[config.mk]
export PLATFORM = sky130hd
export DESIGN_NAME = ntrc_gen
export DESIGN_NICKNAME = d
export VERILOG_FILES = /design/src/ntrc_pkg.sv /design/src/ntrc_fifo.sv /design/src/ntrc_gen.sv
export SDC_FILE = /design/constraint.sdc
export NUM_CORES = 1
export LEC_CHECK = 0
export BUFFER_PORTS_ARGS = -buffer_cell sky130_fd_sc_hd__buf_2
export CORE_AREA = 2 2 139 73
export DETAILED_ROUTE_END_ITERATION = 16
export DIE_AREA = 0 0 141 75
export GPL_TIMING_DRIVEN = 0
export PLACE_DENSITY_LB_ADDON = 0.2
export SETUP_SLACK_MARGIN = 0.02
export SYNTH_ARGS = -nofsm -noshare
export SYNTH_HDL_FRONTEND = slang
export SYNTH_HIERARCHICAL = 1
export SYNTH_SLANG_ARGS = --single-unit
[constraint.sdc]
create_clock -name CLK -period 4 [get_ports CLK]
set_input_delay 0.4 -clock CLK [delete_from_list [all_inputs] [get_ports CLK]]
set_output_delay 0.4 -clock CLK [all_outputs]
set_load 0.005 [all_outputs]
[src/ntrc_pkg.sv]
// package of constants for the nine-track record check generator
// assumes one 10 MHz clock; consumers import the whole package
// ==========================================================
package ntrc_pkg;
	// ==========================================================
	// record and framing figures
	localparam int MIN_REC_CHARS = 18;
	localparam int MAX_REC_CHARS = 2048;
	localparam int REC_BLANKS = 3;
	localparam int EOF_BLANKS = 7;
	localparam logic [7:0] EOF_CHAR = 8'h9e; // octal 236
	localparam logic [8:0] CRC_CLEAR = 9'h000;
	localparam logic [8:0] LRC_CLEAR = 9'h000;
	// character vector layout: bit 8 is parity, bits 7..0 data
	localparam int PAR_POS = 8;
	// output enable mask: complement all but CRC2 and CRC4
	localparam logic [8:0] CRC_OUT_MASK = 9'h1eb;
	// feedback mask: bits 2..5 inverted on parity entry
	localparam logic [8:0] CRC_FB_MASK = 9'h03c;
	// gap lengths in character strobes
	localparam int GAP_STD_STROBES = 480; // 0.6 in at 800 cpi
	localparam int GAP_EXT_STROBES = 2400; // 3 in at 800 cpi
	// ==========================================================
	// sequencer states
	typedef enum logic [8:0] {
		ST_IDLE = 9'h001,
		ST_DATA = 9'h002,
		ST_BLK1 = 9'h004,
		ST_CRC = 9'h008,
		ST_BLK2 = 9'h010,
		ST_LRC = 9'h020,
		ST_GAP = 9'h040,
		ST_XGAP = 9'h080,
		ST_EOFC = 9'h100
	} ntrc_state_type;
endpackage

[src/ntrc_fifo.sv]
// small data fifo between byte source and the check generator
// assumes one clock, synchronous inputs, active low async reset
`timescale 1ns/100ps
module ntrc_fifo #(
	parameter int WIDTH = 9,
	parameter int DEPTH = 4
) (
	input wire logic CLK,
	input wire logic RST_B,
	input wire logic CE,
	input wire logic [WIDTH-1:0] IN_DATA,
	input wire logic IN_VALID,
	output logic IN_READY,
	output logic [WIDTH-1:0] OUT_DATA,
	output logic OUT_VALID,
	input wire logic OUT_READY
);
	localparam int AW = (DEPTH > 1) ? $clog2(DEPTH) : 1;
	// ==========================================================
	// elaboration check
	if (DEPTH < 2 || (DEPTH & (DEPTH - 1)) != 0)
		$error("fifo depth must be a power of two, at least 2");
	logic [WIDTH-1:0] mem_r [DEPTH]; // storage words
	logic [AW:0] wp_r; // write pointer with wrap bit
	logic [AW:0] rp_r; // read pointer with wrap bit
	logic push; // accepted write
	logic pop; // accepted read
	assign IN_READY = (wp_r - rp_r) != (AW + 1)'(DEPTH);
	assign OUT_VALID = wp_r != rp_r;
	assign push = CE && IN_VALID && IN_READY;
	assign pop = CE && OUT_VALID && OUT_READY;
	// read data straight from storage at the head
	assign OUT_DATA = mem_r[rp_r[AW-1:0]];
	// storage write, no reset needed for data
	always_ff @(posedge CLK)
	begin
		if (push)
			mem_r[wp_r[AW-1:0]] <= IN_DATA;
	end
	// pointers
	always_ff @(posedge CLK or negedge RST_B)
	begin
		if (!RST_B)
		begin
			wp_r <= '0;
			rp_r <= '0;
		end
		else
		begin
			if (push)
				wp_r <= wp_r + 1'b1;
			if (pop)
				rp_r <= rp_r + 1'b1;
		end
	end
endmodule

[src/ntrc_gen.sv]
// nine-track record check generator: frames records and file marks
// assumes a character strobe per tape character period, one clock
`timescale 1ns/100ps
module ntrc_gen #(
	parameter int FIFO_DEPTH = 4,
	parameter int GAP_STD = ntrc_pkg::GAP_STD_STROBES,
	parameter int GAP_EXT = ntrc_pkg::GAP_EXT_STROBES
) (
	input wire logic CLK,
	input wire logic RST_B,
	input wire logic CE,
	input wire logic ODD_PARITY,
	input wire logic CHAR_STROBE,
	input wire logic REC_START,
	input wire logic FILE_MARK,
	input wire logic [7:0] BYTE_DATA,
	input wire logic BYTE_LAST,
	input wire logic BYTE_VALID,
	output logic BYTE_READY,
	output logic [8:0] TRACK_DATA,
	output logic WRITE_PULSE,
	output logic LRC_STROBE,
	output logic BUSY,
	output logic LEN_ERROR,
	output logic [8:0] LAST_CRC,
	output logic [8:0] LAST_LRC
);
	import ntrc_pkg::*;
	// ==========================================================
	// elaboration checks
	if (GAP_STD < 1 || GAP_EXT < GAP_STD)
		$error("gap lengths must be positive and extended not shorter");
	// the shared twelve-bit counter has to reach the longest gap
	if (GAP_EXT > 4096)
		$error("extended gap too long for the twelve-bit counter");
	ntrc_state_type state_r; // sequencer state
	ntrc_state_type state_nxt; // next sequencer state
	logic [8:0] crc_r; // cyclic check register
	logic [8:0] lrc_r; // longitudinal check register
	logic [11:0] cnt_r; // blank, gap and character count
	logic [11:0] cnt_nxt; // its next value
	logic fm_r; // current record is a file mark
	logic [8:0] char_vec; // character incl. parity, internal layout
	logic [8:0] fifo_data; // fifo head: last flag, byte
	logic fifo_valid; // fifo has a byte
	logic fifo_pop; // take the byte this strobe
	logic [8:0] crc_mix; // crc after xor of the character
	logic [8:0] crc_shift; // crc after shift and feedback
	logic [8:0] crc_char; // crc character as written
	logic [8:0] out_vec; // character to write this strobe
	logic do_write; // a character goes to tape this strobe
	logic step; // strobe with clock enable
	// ==========================================================
	// input buffer; stalls the source when four bytes wait
	ntrc_fifo #(
		.WIDTH(9),
		.DEPTH(FIFO_DEPTH)
	) u_fifo (
		.CLK(CLK),
		.RST_B(RST_B),
		.CE(CE),
		.IN_DATA({BYTE_LAST, BYTE_DATA}),
		.IN_VALID(BYTE_VALID),
		.IN_READY(BYTE_READY),
		.OUT_DATA(fifo_data),
		.OUT_VALID(fifo_valid),
		.OUT_READY(fifo_pop)
	);
	assign step = CE && CHAR_STROBE;
	// ==========================================================
	// character path
	// vertical parity, even or odd by the program setting
	function automatic logic [8:0] with_parity(input logic [7:0] b, input logic odd);
		logic p;
		p = (^b) ^ odd;
		return {p, b};
	endfunction
	// data byte with parity, one byte per tape character
	assign char_vec = with_parity(fifo_data[7:0], ODD_PARITY);
	// xor of all nine bits into the matching positions
	assign crc_mix = crc_r ^ char_vec;
	// circular right shift: parity <- 7, 7 <- 6 ... 0 <- parity
	// layout bit 8 = parity, bit k = data k; right shift moves k to k+1
	always_comb
	begin
		crc_shift = {crc_mix[7:0], crc_mix[8]};
		// parity entry is crc_mix[7]; invert 2..5 when it is a one
		if (crc_mix[7])
			crc_shift = crc_shift ^ CRC_FB_MASK;
	end
	// complement all but positions 2 and 4 at check time
	assign crc_char = crc_r ^ CRC_OUT_MASK;
	// choose the character written this strobe
	always_comb
	begin
		out_vec = '0;
		do_write = 1'b0;
		fifo_pop = 1'b0;
		unique case (state_r)
			ST_DATA:
			begin
				// underrun writes nothing and waits
				if (fifo_valid && step)
				begin
					out_vec = char_vec;
					do_write = 1'b1;
					fifo_pop = 1'b1;
				end
			end
			ST_EOFC:
			begin
				// file mark writes the eof character, parity per setting
				out_vec = with_parity(EOF_CHAR, ODD_PARITY);
				do_write = step;
			end
			ST_CRC:
			begin
				out_vec = crc_char;
				do_write = step;
			end
			default:
			begin
				out_vec = '0;
			end
		endcase
	end
	// ==========================================================
	// sequencer
	always_comb
	begin
		state_nxt = state_r;
		cnt_nxt = cnt_r;
		unique case (state_r)
			ST_IDLE:
			begin
				cnt_nxt = '0;
				if (CE && FILE_MARK)
				begin
					state_nxt = ST_XGAP;
				end
				else if (CE && REC_START)
					state_nxt = ST_DATA;
			end
			ST_XGAP:
			begin
				// extended blank gap ahead of the file mark
				if (step)
				begin
					cnt_nxt = cnt_r + 12'h001;
					if (cnt_r == 12'(GAP_EXT - 1))
					begin
						cnt_nxt = '0;
						state_nxt = ST_EOFC;
					end
				end
			end
			ST_EOFC:
			begin
				// a file mark skips the crc character and its blanks
				if (step)
					state_nxt = ST_BLK2;
			end
			ST_DATA:
			begin
				if (fifo_pop)
				begin
					cnt_nxt = cnt_r + 12'h001;
					if (fifo_data[8])
					begin
						cnt_nxt = '0;
						state_nxt = ST_BLK1;
					end
				end
			end
			ST_BLK1:
			begin
				// blank periods: strobes pass without a write
				if (step)
				begin
					cnt_nxt = cnt_r + 12'h001;
					if (cnt_r == 12'(REC_BLANKS - 1))
					begin
						cnt_nxt = '0;
						state_nxt = ST_CRC;
					end
				end
			end
			ST_CRC:
			begin
				if (step)
					state_nxt = ST_BLK2;
			end
			ST_BLK2:
			begin
				// file marks wait seven blanks, records three
				if (step)
				begin
					cnt_nxt = cnt_r + 12'h001;
					if (cnt_r == (fm_r ? 12'(EOF_BLANKS - 1) : 12'(REC_BLANKS - 1)))
					begin
						cnt_nxt = '0;
						state_nxt = ST_LRC;
					end
				end
			end
			ST_LRC:
			begin
				if (step)
					state_nxt = ST_GAP;
			end
			ST_GAP:
			begin
				// interrecord gap after the longitudinal character
				if (step)
				begin
					cnt_nxt = cnt_r + 12'h001;
					if (cnt_r == 12'(GAP_STD - 1))
					begin
						cnt_nxt = '0;
						state_nxt = ST_IDLE;
					end
				end
			end
		endcase
	end
	// state and count
	always_ff @(posedge CLK or negedge RST_B)
	begin
		if (!RST_B)
		begin
			state_r <= ST_IDLE;
			cnt_r <= '0;
		end
		else if (CE)
		begin
			state_r <= state_nxt;
			cnt_r <= cnt_nxt;
		end
	end
	// file mark flag, caught when a frame opens
	always_ff @(posedge CLK or negedge RST_B)
	begin
		if (!RST_B)
			fm_r <= 1'b0;
		else if (CE && state_r == ST_IDLE)
			fm_r <= FILE_MARK;
	end
	// ==========================================================
	// cyclic check register
	always_ff @(posedge CLK or negedge RST_B)
	begin
		if (!RST_B)
			crc_r <= CRC_CLEAR;
		else if (CE)
		begin
			if (state_r == ST_IDLE)
				crc_r <= CRC_CLEAR;
			else if (state_r == ST_DATA && fifo_pop)
				crc_r <= crc_shift;
			else if (state_r == ST_CRC && step)
				crc_r <= CRC_CLEAR;
			// eof record never touches the crc register
		end
	end
	// ==========================================================
	// longitudinal register, toggled by every written one
	always_ff @(posedge CLK or negedge RST_B)
	begin
		if (!RST_B)
			lrc_r <= LRC_CLEAR;
		else if (CE)
		begin
			if (state_r == ST_IDLE)
				lrc_r <= LRC_CLEAR;
			else if (do_write)
				lrc_r <= lrc_r ^ out_vec;
		end
	end
	// ==========================================================
	// tape side outputs, registered
	// the buffer image equals lrc_r, so the lrc strobe emits its set bits
	always_ff @(posedge CLK or negedge RST_B)
	begin
		if (!RST_B)
		begin
			TRACK_DATA <= '0;
			WRITE_PULSE <= 1'b0;
			LRC_STROBE <= 1'b0;
		end
		else if (CE)
		begin
			WRITE_PULSE <= do_write;
			LRC_STROBE <= 1'b0;
			if (do_write)
				TRACK_DATA <= out_vec;
			else if (state_r == ST_LRC && step)
			begin
				// parity bit included; evenness per track, crc included
				TRACK_DATA <= lrc_r;
				LRC_STROBE <= 1'b1;
			end
		end
	end
	// ==========================================================
	// status: record length check and last check characters
	always_ff @(posedge CLK or negedge RST_B)
	begin
		if (!RST_B)
		begin
			LEN_ERROR <= 1'b0;
			LAST_CRC <= '0;
			LAST_LRC <= '0;
		end
		else if (CE)
		begin
			if (state_r == ST_IDLE && REC_START)
				LEN_ERROR <= 1'b0;
			else if (state_r == ST_DATA && fifo_pop)
			begin
				// length outside 18..2048 flagged, record still framed
				if (fifo_data[8] && (cnt_r < 12'(MIN_REC_CHARS - 1)))
					LEN_ERROR <= 1'b1;
				if (cnt_r >= 12'(MAX_REC_CHARS))
					LEN_ERROR <= 1'b1;
			end
			// kept for the host to compare on reread
			if (state_r == ST_CRC && step)
				LAST_CRC <= crc_char;
			if (state_r == ST_LRC && step)
				LAST_LRC <= lrc_r;
		end
	end
	assign BUSY = state_r != ST_IDLE;
endmodule

==> metrics.yaml <==
power_mw: 4.80
nets: 567
hold-worst-slack_ns: 0.260
worst_pin_slew_ns: 1.18
crit_slowest_cell: "nor3b_1"
crit_chain: "clkbuf_1 > inv_1 > ha_1 > nand3_1 > nand3_1 > nor2_1 > nor3b_1 > nand2_1 > o21ai_0"
grt_pass1_wl_mm: 19.5
yosysSeqAreaShare_pct: 53.8
wl_per_cell_um: 17.6
rsz0062_at_grt: "no"
synthToLayoutAreaGrowth_pct: 13.0
cts-htree-levels: 3
antenna_found_initial: 0
yosys.area.top_type: "dfrtp_1"
grt_overflow: 0
vdd_drop_max_mv: 0.368
relSlewSlack_pct: 21.2
fin_crit_sh_pct: 80.5
netlist_area_um2: 5550
gr-usage-met3_pct: 4.64
synth_flop_cell: "dfrtp_1"
viasPerCell: 5.90
yosys_warnings: 6
num_rows: 25
status: "finished, final reports clean"
die_h_um: 75
drc: 0
antenna_left: 0
multi_input_area_um2: 2390
ios: 49
grt.total_usage_pct: 23.8
layout_commonest_cell: "dfrtp_1"
port_buffers: 47
grtUsageMet1_pct: 32.8
cts-resized-gates: 0
syn_area_per_cell_um2: 11.6
busiest_layer: "met2"
postCtsHoldBufs: 1
clk_pin_slew_ns: 0.08
dpl.hpwl_mm: 8.43
clock_sinks: 112
fmax_mhz: 311
setup_viol: 0
cpPeakStageDelay_ns: 0.98
reg2reg_slack_ns: 0.78
synth_area_leaders: "dfrtp_1, edfxtp_1, mux2_2"
fp.dieW_um: 141
finalHoldViolations: 0
seqCellArea_um2: 2980
synthArstFlopShare_pct: 67.9
place.gp.congestion: 0.830
coreArea_um2: 9290
reg2regPathDepth: 9
drt-total-wl_mm: 11.7
synth_enable_flop_cells: 36
cts_tree: "yes"
setup-tns-final_ns: 0
ys_seq_elements: 112
hp-class: "in -> reg"
maxCapViolations: 0
critPathLaunchType: "register"
clockRootBuffer: "clkbuf_16"
period_needed_ns: 3.22
r2r_start: "u_fifo/rp_r[1]$_DFFE_PN0P_"
nFillCells: 712
r2r-end: "crc_r[2]$_DFFE_PN0P_"
synthesis.instances: 480
slew_violations: 0
cpMostUsedCell: "nand3_1"
die_area_um2: 10600
dr.first_iter.drc_count: 272
crit_end: "crc_r[2]$_DFFE_PN0P_"
final_cell_mix: "dfrtp_1, buf_2, nand2_1, o21ai_0, edfxtp_1"
vias: 3932
grt_max_degree: 48
leakage_nw: 2.69
grtUsageMet2_pct: 40.3
n_antenna_cell: 0
worstPathRequired_ns: 4.26
synth_top_area_share_pct: 33.8
fin_skew_ns: 0.00477
grt_pass1_vias: 3831
start_util_pct: 59.7
drive_gt1_share_pct: 22.4
synth_fp_nets: 507
crit_type: "reg -> reg"
firstDrtPassIters: 4
numCtsBuffers: 9
netlist-cell-type-count: 57
crit_arrival_ns: 3.48
cts_setup_buffers: 0
clkLatencyLatePin_ns: 0.35
cts_max_path_buffers: 2
end_kind: "register"
crit_fanout: 10
crit_start: "u_fifo/rp_r[1]$_DFFE_PN0P_"
power_density_nw_per_um2: 766
## cells by family (layout without fill, tap and decap cells)
kind of cell	after synthesis	in the layout	share of synthesized area, %
AND/OR/NAND/NOR	148	148	14.5
flip-flops	112	112	53.8
AO/OA/AOI/OAI	102	102	11.9
buffers and inverters	42	107	3.16
multiplexers	36	36	9.11
XOR/XNOR	30	30	5.25
adder cells (fa/ha/maj)	10	10	2.26
## routing by layer
metal	part of all wire, %	vias up
met5	0	-
met4	1.1	0
met3	4.5	14
met2	49	78
met1	46	1961
li1	-	1879
## flip-flops by register name, summed over array words and instances, names as in the netlist
register and cells:
u_fifo/mem_r 36, cnt_r 12, LAST_CRC 9, LAST_LRC 9
TRACK_DATA 9, crc_r 9, lrc_r 9, state_r 9
u_fifo/rp_r 3, u_fifo/wp_r 3, LEN_ERROR 1, LRC_STROBE 1
WRITE_PULSE 1, fm_r 1
## critical path, delay by kind of cell (launching register included)
kind                       cells  cell delay, ns
and+or+nand+nor                5            1.66
buffers and inverters          2            0.58
adders and majority gates      1            0.44
DFF                            1            0.35
AOI/OAI and AO/OA              1            0.12
## power breakdown
part / internal, mW / switching (mW) / leakage [nW]
logic: 0.976 / 1.19 / 1.26
registers: 1.51 / 0.245 / 1.29
clock network: 0.442 / 0.440 / 0.147
## final cells by class
class | instances | area share (%)
multi-input combinational | 326 | 38.1
clock inverter | 7 | 1.12
timing repair buffer | 49 | 4.39
buffer | 24 | 1.72
inverter | 18 | 1.08
sequential | 112 | 47.6
clock buffer | 9 | 3.59
tap | 121 | 2.41
## stage by stage
step	std cells	setup slack, ns	utilization [%]	instance area (um2)
floorplan	480	1.58	-	5550
global placement	648	0.968	63.9	5930
detailed placement	649	0.832	64.2	5960
CTS	666	0.799	67.5	6270
global route	666	0.419	67.5	6270
finish	666	0.780	67.5	6270
## synthesized netlist by cell type (2+ instances only)
library cell,count
a21oi_1,28
nor4_1,5
o31ai_1,10
nand2_1,41
or3_1,10
nand3_1,16
and2_1,2
nor4b_1,2
and2_2,3
nor4_2,4
nor3b_1,4
nand4_1,8
inv_1,17
ha_1,10
edfxtp_1,36
a2bb2oi_1,10
buf_2,8
mux2_2,22
o22ai_1,2
and4_1,3
nor3_1,5
dfrtp_1,75
xor2_1,6
mux4_2,9
o2bb2ai_1,2
nand2b_1,4
xnor2_2,2
o21ai_0,36
a21o_1,5
or4_1,5
clkbuf_1,15
xnor2_1,21
nor2_1,23
mux2i_1,4
and3_1,5
## how the worst min path moves through the flow
stage                                        from                      endpoint  slack [ns]  depth (start not counted)
final                                BYTE_DATA[7]  u_fifo/mem_r[0][7]$_DFFE_PP_        0.26                          1
after global routing                 BYTE_DATA[4]  u_fifo/mem_r[0][4]$_DFFE_PP_        0.26                          1
after CTS                            BYTE_DATA[7]  u_fifo/mem_r[1][7]$_DFFE_PP_        0.26                          1
after detailed placement                    RST_B          cnt_r[2]$_DFFE_PN0P_        0.36                          1
after global placement    LAST_CRC[6]$_DFFE_PN0P_       LAST_CRC[6]$_DFFE_PN0P_        0.46                          2
after floorplan                             RST_B       LAST_CRC[0]$_DFFE_PN0P_        0.10                          0
Power figures use the tool's default switching activity.
